==> src/include/ifa_consts.svh <==
// Notes on behaviour
// - Output A fault: one pulse, off after 30 min.
// - Output B fault: two pulses, off after 30 min.
// - Cross short or both: three pulses, delayed off.
// - Overtemperature: four pulses, delayed off.
// - Actuator fault: five pulses, outputs off at once.
// - Control input error: six pulses, no shutdown.
// - Detection lost: seven pulses, outputs off at once.
// - Drive blocked: eight pulses, outputs off at once.
// - Supply out of range: nine pulses, immediate off.
// - Warning held 30 min enters error state.
// - Inputs toggling too fast: yellow 2 Hz, off.
// - Warning clears itself once its cause goes.
// - Latched error clears on guard open or power, an internal defect on power only.
`ifndef IFA_CONSTS_SVH
`define IFA_CONSTS_SVH

// System clock rate in hertz.
`define IFA_CLK_HZ 10000000
// Delay from warning to autonomous switch-off, in minutes.
`define IFA_WARN_MIN 30
// Highest allowed toggle rate of a command input, in millihertz.
`define IFA_CMD_MAX_MHZ 300
// Yellow fault flash rate, in hertz.
`define IFA_YEL_HZ 2
// Red code timing, in milliseconds.
`define IFA_RED_ON_MS 250
`define IFA_RED_GAP_MS 250
`define IFA_RED_PAUSE_MS 1500

// Derived cycle counts, computed in 64 bits to avoid overflow.
`define IFA_WARN_CYC (64'd60 * `IFA_WARN_MIN * `IFA_CLK_HZ)
`define IFA_CMD_GAP_CYC (64'd1000 * `IFA_CLK_HZ / (64'd2 * `IFA_CMD_MAX_MHZ))
`define IFA_YEL_HALF_CYC (64'd1 * `IFA_CLK_HZ / (64'd2 * `IFA_YEL_HZ))
`define IFA_RED_ON_CYC (64'd1 * `IFA_RED_ON_MS * `IFA_CLK_HZ / 64'd1000)
`define IFA_RED_GAP_CYC (64'd1 * `IFA_RED_GAP_MS * `IFA_CLK_HZ / 64'd1000)
`define IFA_RED_PAUSE_CYC (64'd1 * `IFA_RED_PAUSE_MS * `IFA_CLK_HZ / 64'd1000)

// Counter widths.
`define IFA_WARN_W 36
`define IFA_TMR_W 32
`define IFA_TMR_SAT 32'hFFFFFFFF

// Red pulse-count codes.
`define IFA_CODE_NONE 4'h0
`define IFA_CODE_OUT_A 4'h1
`define IFA_CODE_OUT_B 4'h2
`define IFA_CODE_CROSS 4'h3
`define IFA_CODE_TEMP 4'h4
`define IFA_CODE_ACT 4'h5
`define IFA_CODE_CTRL 4'h6
`define IFA_CODE_DETECT 4'h7
`define IFA_CODE_DRIVE 4'h8
`define IFA_CODE_SUPPLY 4'h9

`endif

==> src/include/ifa_pkg.sv <==
package ifa_pkg;

	// Phases of the red pulse-count sequencer.
	typedef enum logic [1:0]
	{
		IFA_PH_IDLE = 2'b00,
		IFA_PH_ON = 2'b01,
		IFA_PH_GAP = 2'b10,
		IFA_PH_PAUSE = 2'b11
	} ifa_phase_t;

	// Whole state of the red pulse-count sequencer.
	typedef struct packed
	{
		ifa_phase_t phase;
		logic [3:0] left;
		logic [31:0] tmr;
		logic led;
	} ifa_blink_st_t;

	// Whole state of the annunciator core.
	typedef struct packed
	{
		logic err;
		logic [3:0] code;
		logic internal;
		logic cmd_fast;
		logic [35:0] warn_tmr;
		logic [31:0] gap_a;
		logic [31:0] gap_b;
		logic cmd_a;
		logic cmd_b;
		logic [31:0] yel_tmr;
		logic yel_phase;
		logic safe_a;
		logic safe_b;
		logic yel_led;
		logic warn;
	} ifa_core_st_t;

endpackage

==> src/include/ifa_code_if.sv <==
`timescale 1ns/1ps
// Carries the code to show on the red LED and the LED drive back.
interface ifa_code_if;
	logic [3:0] code;
	logic solid;
	logic led;

	// The core chooses what to show.
	modport src
	(
		output code,
		output solid,
		input led
	);

	// The sequencer turns it into pulses.
	modport sink
	(
		input code,
		input solid,
		output led
	);
endinterface

==> src/hdl/ifa_blinker.sv <==
`timescale 1ns/1ps
`include "ifa_consts.svh"
// Turns a code number into groups of red pulses.
module ifa_blinker
	import ifa_pkg::*;
#(
	parameter logic [31:0] ON_CYC = 32'(`IFA_RED_ON_CYC),
	parameter logic [31:0] GAP_CYC = 32'(`IFA_RED_GAP_CYC),
	parameter logic [31:0] PAUSE_CYC = 32'(`IFA_RED_PAUSE_CYC)
)
(
	// Clock and reset.
	input wire logic clk,
	input wire logic rst,
	// Code in, LED out.
	ifa_code_if.sink cif
);

	ifa_blink_st_t st_q; // Registered state.
	ifa_blink_st_t st_d; // Next state.

	// The code is taken only at the start of a group, so a change
	// never leaves a half-counted group that would mislead a viewer.
	always_comb
	begin
		st_d = st_q;
		unique case (st_q.phase)
			IFA_PH_IDLE:
			begin
				// Start a new group whenever there is something to show.
				if (cif.code != `IFA_CODE_NONE)
				begin
					st_d.phase = IFA_PH_ON;
					st_d.left = cif.code;
					st_d.tmr = ON_CYC - 32'h00000001;
				end
			end
			IFA_PH_ON:
			begin
				if (st_q.tmr == 32'h00000000)
				begin
					st_d.left = st_q.left - 4'h1;
					// The last pulse is followed by the long pause.
					if (st_q.left == 4'h1)
					begin
						st_d.phase = IFA_PH_PAUSE;
						st_d.tmr = PAUSE_CYC - 32'h00000001;
					end
					else
					begin
						st_d.phase = IFA_PH_GAP;
						st_d.tmr = GAP_CYC - 32'h00000001;
					end
				end
				else
				begin
					st_d.tmr = st_q.tmr - 32'h00000001;
				end
			end
			IFA_PH_GAP:
			begin
				// Short dark gap between pulses of one group.
				if (st_q.tmr == 32'h00000000)
				begin
					st_d.phase = IFA_PH_ON;
					st_d.tmr = ON_CYC - 32'h00000001;
				end
				else
				begin
					st_d.tmr = st_q.tmr - 32'h00000001;
				end
			end
			IFA_PH_PAUSE:
			begin
				// Long dark pause before the group repeats.
				if (st_q.tmr == 32'h00000000)
				begin
					st_d.phase = IFA_PH_IDLE;
				end
				else
				begin
					st_d.tmr = st_q.tmr - 32'h00000001;
				end
			end
		endcase
		// A defect overrides pulsing with a steady light.
		st_d.led = cif.solid | (st_d.phase == IFA_PH_ON);
	end

	// State register.
	always_ff @(posedge clk or posedge rst)
	begin
		if (rst)
		begin
			st_q <= '0;
		end
		else
		begin
			st_q <= st_d;
		end
	end

	assign cif.led = st_q.led;

endmodule

==> src/hdl/ifa_top.sv <==
`timescale 1ns/1ps
`include "ifa_consts.svh"
// Fault annunciator and timed shutdown for a guard interlock.
module ifa_top
	import ifa_pkg::*;
#(
	parameter logic [35:0] WARN_CYC = 36'(`IFA_WARN_CYC),
	parameter logic [31:0] CMD_GAP_CYC = 32'(`IFA_CMD_GAP_CYC),
	parameter logic [31:0] YEL_HALF_CYC = 32'(`IFA_YEL_HALF_CYC),
	parameter logic [31:0] RED_ON_CYC = 32'(`IFA_RED_ON_CYC),
	parameter logic [31:0] RED_GAP_CYC = 32'(`IFA_RED_GAP_CYC),
	parameter logic [31:0] RED_PAUSE_CYC = 32'(`IFA_RED_PAUSE_CYC)
)
(
	// Clock and reset.
	input wire logic clk,
	input wire logic rst,
	// Fault detectors, each a level that is high while detected.
	input wire logic flt_out_a,
	input wire logic flt_out_b,
	input wire logic flt_cross,
	input wire logic flt_temp,
	input wire logic flt_actuator,
	input wire logic flt_ctrl,
	input wire logic flt_detect,
	input wire logic flt_drive,
	input wire logic flt_supply,
	input wire logic flt_internal,
	// Control inputs from the controller.
	input wire logic lock_cmd_in_a,
	input wire logic lock_cmd_in_b,
	// Guard and locking condition.
	input wire logic guard_open,
	input wire logic lock_ok,
	input wire logic yellow_status,
	// Safety outputs.
	output logic safety_out_a,
	output logic safety_out_b,
	// Indicators.
	output logic led_red,
	output logic led_yellow,
	output logic warn_active,
	output logic error_latched
);

	ifa_core_st_t st_q; // Registered state.
	ifa_core_st_t st_d; // Next state.
	ifa_code_if cif(); // Link to the pulse sequencer.

	// Decoded view of the present faults.
	logic warn_any; // A fault that only delays shutdown is present.
	logic imm_any; // A fault that demands shutdown at once is present.
	logic [3:0] warn_code; // Code of the most serious present warning.
	logic [3:0] imm_code; // Code of the first present immediate fault.
	logic edge_a; // Command input A changed this cycle.
	logic edge_b; // Command input B changed this cycle.
	logic fast_now; // A command input toggled too soon after the last.
	logic warn_expired; // The warning has run its full period.
	logic trip; // Something switches the outputs off this cycle.
	logic clear_ok; // The latched error may be released this cycle.
	logic [3:0] disp_code; // Code that the red LED should count out.

	// Classify the warning faults. A fault on both outputs reads as a
	// cross short, since the two cannot be told apart from outside.
	always_comb
	begin
		warn_any = flt_out_a | flt_out_b | flt_cross | flt_temp;
		if (flt_cross | (flt_out_a & flt_out_b))
		begin
			warn_code = `IFA_CODE_CROSS;
		end
		else if (flt_out_a)
		begin
			warn_code = `IFA_CODE_OUT_A;
		end
		else if (flt_out_b)
		begin
			warn_code = `IFA_CODE_OUT_B;
		end
		else if (flt_temp)
		begin
			warn_code = `IFA_CODE_TEMP;
		end
		else
		begin
			warn_code = `IFA_CODE_NONE;
		end
	end

	// Classify the faults that switch off at once. The lowest code wins
	// when several are present, the others show after it is gone.
	always_comb
	begin
		imm_any = flt_actuator | flt_detect | flt_drive | flt_supply;
		if (flt_actuator)
		begin
			imm_code = `IFA_CODE_ACT;
		end
		else if (flt_detect)
		begin
			imm_code = `IFA_CODE_DETECT;
		end
		else if (flt_drive)
		begin
			imm_code = `IFA_CODE_DRIVE;
		end
		else if (flt_supply)
		begin
			imm_code = `IFA_CODE_SUPPLY;
		end
		else
		begin
			imm_code = `IFA_CODE_NONE;
		end
	end

	// Edge spacing check on the command inputs. Two edges closer than
	// half the shortest allowed period mean the rate is too high.
	always_comb
	begin
		edge_a = lock_cmd_in_a ^ st_q.cmd_a;
		edge_b = lock_cmd_in_b ^ st_q.cmd_b;
		fast_now = (edge_a & (st_q.gap_a < CMD_GAP_CYC))
			| (edge_b & (st_q.gap_b < CMD_GAP_CYC));
	end

	// Shutdown and release conditions.
	always_comb
	begin
		// The timer holds how many cycles the warning has been seen, so
		// the trip lands once the warning has stood the whole period.
		warn_expired = warn_any
			& (st_q.warn_tmr >= WARN_CYC);
		// The control input error is left out on purpose: it only shows.
		trip = imm_any | fast_now | flt_internal | warn_expired;
		// Release needs the cause gone and the guard opened; a defect is
		// kept until power is cycled, since the part can't be trusted.
		clear_ok = guard_open & ~imm_any & ~warn_any & ~st_q.internal;
	end

	// Code for the red LED: a latched error shows its cause, otherwise
	// a live warning, otherwise a control input error.
	always_comb
	begin
		if (st_q.err & (st_q.code != `IFA_CODE_NONE))
		begin
			disp_code = st_q.code;
		end
		else if (warn_any)
		begin
			disp_code = warn_code;
		end
		else if (flt_ctrl)
		begin
			disp_code = `IFA_CODE_CTRL;
		end
		else
		begin
			disp_code = `IFA_CODE_NONE;
		end
	end

	assign cif.code = disp_code;
	assign cif.solid = st_q.internal | flt_internal;

	// Next state of the whole core.
	always_comb
	begin
		st_d = st_q;
		st_d.cmd_a = lock_cmd_in_a;
		st_d.cmd_b = lock_cmd_in_b;
		// Gap counters restart at one on each edge, so at the next edge
		// they hold its distance in cycles; they stop at saturation.
		if (edge_a)
		begin
			st_d.gap_a = 32'h00000001;
		end
		else if (st_q.gap_a != `IFA_TMR_SAT)
		begin
			st_d.gap_a = st_q.gap_a + 32'h00000001;
		end
		if (edge_b)
		begin
			st_d.gap_b = 32'h00000001;
		end
		else if (st_q.gap_b != `IFA_TMR_SAT)
		begin
			st_d.gap_b = st_q.gap_b + 32'h00000001;
		end
		// The warning timer runs only while a warning is present and
		// drops back to zero as soon as the cause is gone.
		if (warn_any & ~st_q.err)
		begin
			if (st_q.warn_tmr < WARN_CYC)
			begin
				st_d.warn_tmr = st_q.warn_tmr + 36'h000000001;
			end
		end
		else
		begin
			st_d.warn_tmr = '0;
		end
		// Latch or release the error. A new cause in the release cycle
		// keeps the error, so no fault slips through a release.
		if (trip)
		begin
			st_d.err = 1'b1;
			if (flt_internal)
			begin
				st_d.internal = 1'b1;
			end
			if (fast_now)
			begin
				st_d.cmd_fast = 1'b1;
			end
			if (imm_any)
			begin
				st_d.code = imm_code;
			end
			else if (warn_expired)
			begin
				st_d.code = warn_code;
			end
		end
		else if (st_q.err & clear_ok)
		begin
			st_d.err = 1'b0;
			st_d.code = `IFA_CODE_NONE;
			st_d.cmd_fast = 1'b0;
		end
		// Yellow flash timer toggles the phase every half period.
		if (st_q.yel_tmr == 32'h00000000)
		begin
			st_d.yel_tmr = YEL_HALF_CYC - 32'h00000001;
			st_d.yel_phase = ~st_q.yel_phase;
		end
		else
		begin
			st_d.yel_tmr = st_q.yel_tmr - 32'h00000001;
		end
		// Safety outputs follow the lock only while no error is latched
		// or tripping; they fall at the same edge that latches the error.
		st_d.safe_a = lock_ok & ~st_d.err;
		st_d.safe_b = lock_ok & ~st_d.err;
		// Fast command toggling takes the yellow LED over.
		st_d.yel_led = st_d.cmd_fast ? st_d.yel_phase : yellow_status;
		// Warning flag for the controller to stop the process softly.
		st_d.warn = warn_any & ~st_d.err;
	end

	// State register.
	always_ff @(posedge clk or posedge rst)
	begin
		if (rst)
		begin
			st_q <= '0;
			// Gaps start saturated so the first edge is never too fast.
			st_q.gap_a <= `IFA_TMR_SAT;
			st_q.gap_b <= `IFA_TMR_SAT;
		end
		else
		begin
			st_q <= st_d;
		end
	end

	// Red pulse sequencer.
	ifa_blinker #(
		.ON_CYC(RED_ON_CYC),
		.GAP_CYC(RED_GAP_CYC),
		.PAUSE_CYC(RED_PAUSE_CYC)
	) u_blink (
		.clk(clk),
		.rst(rst),
		.cif(cif)
	);

	// Outputs, all from flip-flops.
	assign safety_out_a = st_q.safe_a;
	assign safety_out_b = st_q.safe_b;
	assign led_red = cif.led;
	assign led_yellow = st_q.yel_led;
	assign warn_active = st_q.warn;
	assign error_latched = st_q.err;

endmodule

==> config.mk <==
export PLATFORM = sky130hd
export DESIGN_NAME = ifa_top
export DESIGN_NICKNAME = d
export VERILOG_FILES = /design/src/include/ifa_pkg.sv /design/src/include/ifa_code_if.sv /design/src/hdl/ifa_blinker.sv /design/src/hdl/ifa_top.sv
export VERILOG_INCLUDE_DIRS = /design/src /design/src/include
export SDC_FILE = /design/constraint.sdc
export NUM_CORES = 1
export LEC_CHECK = 0
export ABC_AREA = 1
export BUFFER_PORTS_ARGS = -buffer_cell sky130_fd_sc_hd__clkbuf_2
export CAP_MARGIN = 25
export CORE_UTILIZATION = 23
export DETAILED_ROUTE_END_ITERATION = 10
export GPL_TIMING_DRIVEN = 0
export PLACE_DENSITY_LB_ADDON = 0.2
export SETUP_SLACK_MARGIN = 0.3
export SLEW_MARGIN = 0
export SYNTH_ARGS = -nofsm -noshare
export SYNTH_HDL_FRONTEND = slang
export SYNTH_HIERARCHICAL = 1
export SYNTH_SLANG_ARGS = --single-unit
==> constraint.sdc <==
create_clock -name clk -period 5.6 [get_ports clk]
set_clock_uncertainty 0.2 [all_clocks]
set_input_delay 1.12 -clock clk [delete_from_list [all_inputs] [get_ports clk]]
set_output_delay 1.12 -clock clk [all_outputs]
set_load 0.005 [all_outputs]
==> Word-level counts from Yosys, hierarchy flattened <==
Index checks and enable logic that the tools add are counted.
{ "totals": {"reg_bits": 184, "inputBits": 17, "out_inout_bits": 6, "word_cells": 125} }
{ "classes": {"addsub": 6, "n_lt_le_gt_ge": 4, "eq_ne": 12, "muxes": 39, "bitwise": 33, "reduce_logical": 13} }
{ "op_table": {"columns": ["operator", "n"], "rows": [
  ["$mux 32", 8],
  ["$pmux 32 s4", 1],
  ["$mux 36", 2],
  ["$add 32x1->32 const B", 2],
  ["$logic_not 32->1", 2],
  ["$lt 32x24->1 const B", 2],
  ["$ne 32x32->1 const B", 2],
  ["$sub 32x1->32 const B", 2],
  ["$mux 38", 1],
  ["$add 36x1->36 const B", 1],
  ["$ge 36x35->1 const B", 1],
  ["$lt 36x35->1 const B", 1],
  ["$mux 4", 8],
  ["$mux 24", 1],
  ["$mux 3", 5],
  ["$or 1x1->1", 13],
  ["$and 1x1->1", 12],
  ["$mux 5", 2],
  ["$pmux 2 s4", 1],
  ["$pmux 4 s2", 1],
  ["$reduce_bool 2->1", 4],
  ["$reduce_bool 4->1", 2],
  ["$mux 1", 6],
  ["$mux 6", 1],
  ["other kinds (13)", 26]
]} }

==> Logic depth before layout (Yosys ltp) <==
{ "depth": {"word_depth": 12, "ltp_mapped": 15, "mapped_depth_nobuf": 14} }

==> By module <==
The synthesis kept the hierarchy.
{ "modules_own_cells": {"columns": ["mod", "instances", "cells_each", "area_each_um2", "seq_area_each_um2"], "rows": [
  ["ifa_top", 1, 1233, 9095.0, 3708.6],
  ["ifa_blinker", 1, 394, 2776.4, 975.9]
]} }

==> Least setup slack after synthesis <==
No wires, ideal clock.
{ "synth_timing": {"kind": "input to register", "from": "in flt_out_a", "to": "reg u_blink/st_q[5] (netlist bit)", "setup_ps": 121, "t_arrival_ps": 2552, "required_time_ps": 5279, "path_slack_ps": 2727, "stages": 13, "path_buffers": 1, "path_cell_list": "nor2_1 > nand3b_1 > inv_1 > nand2_1 > a31oi_1 > nor2_1 > nand2_1 > nor2_2 > inv_2 > buf_2 > nand3_1 > a21oi_1 > nand2_1"} }
{ "synth_between": {"elab_chain_cells": 8, "word_cells_on_any_way": 12, "classes_between": "eq/ne: 1; mux: 4; bitwise: 5; reduce/logical: 2"} }
{ "synth_rtl": {"columns": ["element", "line_no", "text"], "rows": [
  ["start: declaration", "ifa_top.sv:19", "input wire logic flt_out_a,"],
  ["$and 1x1->1 or $or 1x1->1 (tied branches)", "ifa_top.sv:68, ifa_top.sv:67", null],
  ["$or 1x1->1 (on tied branches)", "ifa_top.sv:68, ifa_top.sv:67", null],
  ["$mux 3 or $or 1x1->1 (tied branches)", "ifa_top.sv:68, ifa_top.sv:67", null],
  ["$mux 4 *", "ifa_top.sv:149", "else if (warn_any)"],
  ["$mux 4 *", "ifa_top.sv:145", "if (st_q.err & (st_q.code != `IFA_CODE_NONE))"],
  ["named net cif.code[1]", "ifa_code_if.sv:4", "logic [3:0] code;"],
  ["$reduce_bool 4->1 (no source line) *", null, null],
  ["$ne 2x1->1 (no source line) *", null, null],
  ["$reduce_and 2->1 (no source line) *", null, null],
  ["end signal: assignment", "ifa_blinker.sv:99", "st_q <= st_d;"],
  ["end: declaration", "ifa_blinker.sv:19", "ifa_blink_st_t st_q;"]
]} }
The timed path passes the listed nets; every way through them passes the cells marked *.
A chain may end at the register's enable or synchronous reset.

==> Final worst setup path <==
Same ends and word-level chain as after synthesis.

==> metrics.txt <==
run status finished, final reports clean; Routed Antenna Nets 0; count of final setup violators 0; Finished Layout Cells approximately 2400; row count 82; PwrDens slightly above 200 mW/mm2; H-tree depth 4; max cap viols 0; post-synthesis sequential area ratio 0.3946; Reg2Reg Capture Point u_blink/st_q[5]; fmax between 300 and 400 MHz; largest net degree at the start of global routing 75; leading cell type in the layout, fill and taps excluded nand2_1; switching share of power 0.2480; TritonRoute pass-1 iters 5; io pins 23; hold-fix buffers at CTS 0; first-pass GRT wire length between 50000 and 60000 um; CP max stage delay 270 ps; Worst Setup Start Kind primary input; Switch Pwr 688.4 uW; unrepaired setup endpoints after global routing no; CP max stage cell buf_2; worst hold path class flip-flop to flip-flop; starting density of the core 0.2347; Root Driver clkbuf_16; mean area per synthesized cell between 7 and 8 um2; crit-path cells clkbuf_2 -> nor2_1 -> nand3b_1 -> inv_1 -> nand2_1 -> nand3_1 -> o21a_1 -> nor2_1 -> nand2_1 -> nor2_2 -> inv_2 -> buf_2 -> nand3_1 -> a21oi_1 -> nand2_1; Worst-Margin Slew 797.7 ps; register bit total from synthesis ~180; Worst Path Buf+Inv 4; reg2reg path depth 11; setup repair bufs after CTS 0; Clk network pwr share 0.466; Die Ht between 200 and 250 um; Setup CP Type primary input to flip-flop; Most used DFF post-synth dfrtp_1; fillers ~5600; logic gate share of total power 0.041; core region area 0.05058 mm2; register area around 0.0047 mm2; Hold Fails Final Rpt 0; cell area after synthesis between 0.01 and 0.015 mm2; initial antenna violation count 1; Setup WS post-layout 2640 ps; maximum vdd drop approximately 0.22 mV; clock latency on the worst-skew pair 480 ps; Pint between 2 and 2.5 mW; area occupied by multi-input gates approximately 0.0063 mm2; met2 GRT Util 0.2058; DP HPWL 24860 um; clock sink total around 180; CP Data Arrival Time 3120 ps; WL/cell approximately 14 um; min-delay src st_q[110]; Final Instance Area ~0.014 mm2; vias in the first global route 10440; Post-DP Area approximately 0.013 mm2; leak pwr approximately 5.5 nW; flop-to-flop setup slack 2800 ps; Num CTS Buffers 17; hold depth 1; Placed Instances ~2300; CTS tree built; commonest cells after routing, fill and taps aside nand2_1, nor2_1, inv_1, nand3_1, dfrtp_1; Final min period just under 3000 ps; most frequent cell on the critical path nand2_1; WL final 32780 um; CP Capture Type flip-flop; Yosys warning count 6; Post-Synthesis Cells ~1600; Post-Route Setup TNS 0 ps; Layout Nets 1697; ys async rst share 1.000; share of layout cells above drive strength 1 0.1735; # port buffers 22; grt ovf 0; Worst path top cell family by delay simple AND/OR/NAND/NOR gates; Tot Pwr roughly 2.8 mW; die footprint roughly 0.053 mm2; EDFF count, synth 0; Vias 10520; Netlist cell types 53; Max FO, Critical Path 10; met3 Use GR 0.02851; Critical Path RT roughly 5800 ps; Worst Hold Path EP st_q[110]; Total GRT Usage 0.1321; r2r startpoint st_q[141]; Clock Path Buffers 2; initial DRC count 785; die width ~230 um; Reg power frac 0.493; n_diodes 0; DP Worst Slack 2132 ps; met1 GRT Util 0.1795; syn nets roughly 1700; Worst-path clk slew 70 ps; post-DR vias/cell around 4.5; GRT busiest layer met2; gpl congestion 0.8648; Max Slew Vio Count 0; # DRC 0; final worst path period share 0.5285; Post-CTS Resized 0; Rel. slew slack 0.4664; Layout Area Growth over Synthesis 13.78%
-- power by group through the flow --
stage / Clock [mW] / Combinational [mW] / Sequential [mW]
finish: 1.29 / 0.114 / 1.37
global route: 1.41 / 0.131 / 1.37
CTS: 1.36 / 0.119 / 1.37
detailed placement: 0 / 0.119 / 1.39
global placement: 0 / 0.113 / 1.39
floorplan: 0 / 0.0712 / 1.39
-- sequential cells by signal, indices dropped and copies added, names as in the netlist --
| name | flops |
|---|---|
| error_latched | 1 |
| warn_active | 1 |
| u_blink/st_q | 38 |
| safety_out_b | 1 |
| st_q | 141 |
| led_yellow | 1 |
| u_blink/cif.led | 1 |
-- synth_stat cells (4+ instances only) --
master / number / area [um2]
o21ai_2: 12 / 105.1
nand2_2: 17 / 106.4
a31oi_1: 12 / 75.07
dfrtp_1: 120 / 3003
clkbuf_1: 5 / 18.77
or2_2: 11 / 68.82
nor4_1: 12 / 75.07
nand2_1: 369 / 1385
nor3_2: 15 / 150.1
xnor2_1: 13 / 113.9
nand4_1: 38 / 237.7
o2111ai_1: 5 / 43.79
buf_6: 8 / 90.09
nand3b_1: 5 / 37.54
a21oi_1: 47 / 235.2
nand3_2: 14 / 140.1
nor2_4: 17 / 191.4
o21a_1: 5 / 37.54
inv_2: 23 / 86.33
dfstp_2: 64 / 1682
o211ai_1: 4 / 30.03
o21ai_0: 58 / 290.3
xor2_1: 37 / 324.1
nor2_2: 25 / 156.4
nor3_1: 55 / 275.3
inv_1: 173 / 649.4
ha_1: 10 / 125.1
nand3_1: 125 / 625.6
buf_2: 8 / 40.04
o21ai_1: 14 / 70.07
o31ai_1: 13 / 97.59
nor2_1: 261 / 979.7
-- area by class of cell --
cell class,count,area share
Timing Repair Buffer,24,0.01223
Sequential cell,184,0.3468
Clock buffer,20,0.03455
Tap cell,672,0.06225
Inverter,198,0.05567
Buffer,25,0.01297
Clock inverter,12,0.01149
Multi-Input combinational cell,1220,0.4640
-- metal layers --
layer,vias up,part of all wire
li1,5393,-
met2,156,0.45
met4,2,0.016
met1,4937,0.50
met5,-,0.00037
met3,32,0.038
-- worst max path at each step --
stage	startpoint	cells after the start	slack, ps	end
after global placement	rst	2	-1940	st_q[37]
final	flt_out_a	15	2640	u_blink/st_q[5]
after global routing	flt_out_a	14	2410	u_blink/st_q[5]
after CTS	flt_out_a	14	2670	u_blink/st_q[5]
after floorplan	rst	1	490	error_latched
after detailed placement	flt_out_a	14	2130	u_blink/st_q[5]
-- through the flow --
step	util	hold slack, ps
floorplan	-	245.1
global placement	0.2535	276.3
detailed placement	0.2547	279.1
CTS	0.2670	290.7
global route	0.2670	311.7
finish	0.2670	290.6
-- cell families after synthesis --
family                   count (synthesis)  synth area share
AO/OA/AOI/OAI                          181           0.09286
flip-flops                             184            0.3946
XOR/XNOR                                51           0.03826
AND/OR/NAND/NOR                        978            0.3863
buffers and inverters                  223           0.07747
adder cells (fa/ha/maj)                 10           0.01054
Note: power is estimated with default switching activity, not from simulation.
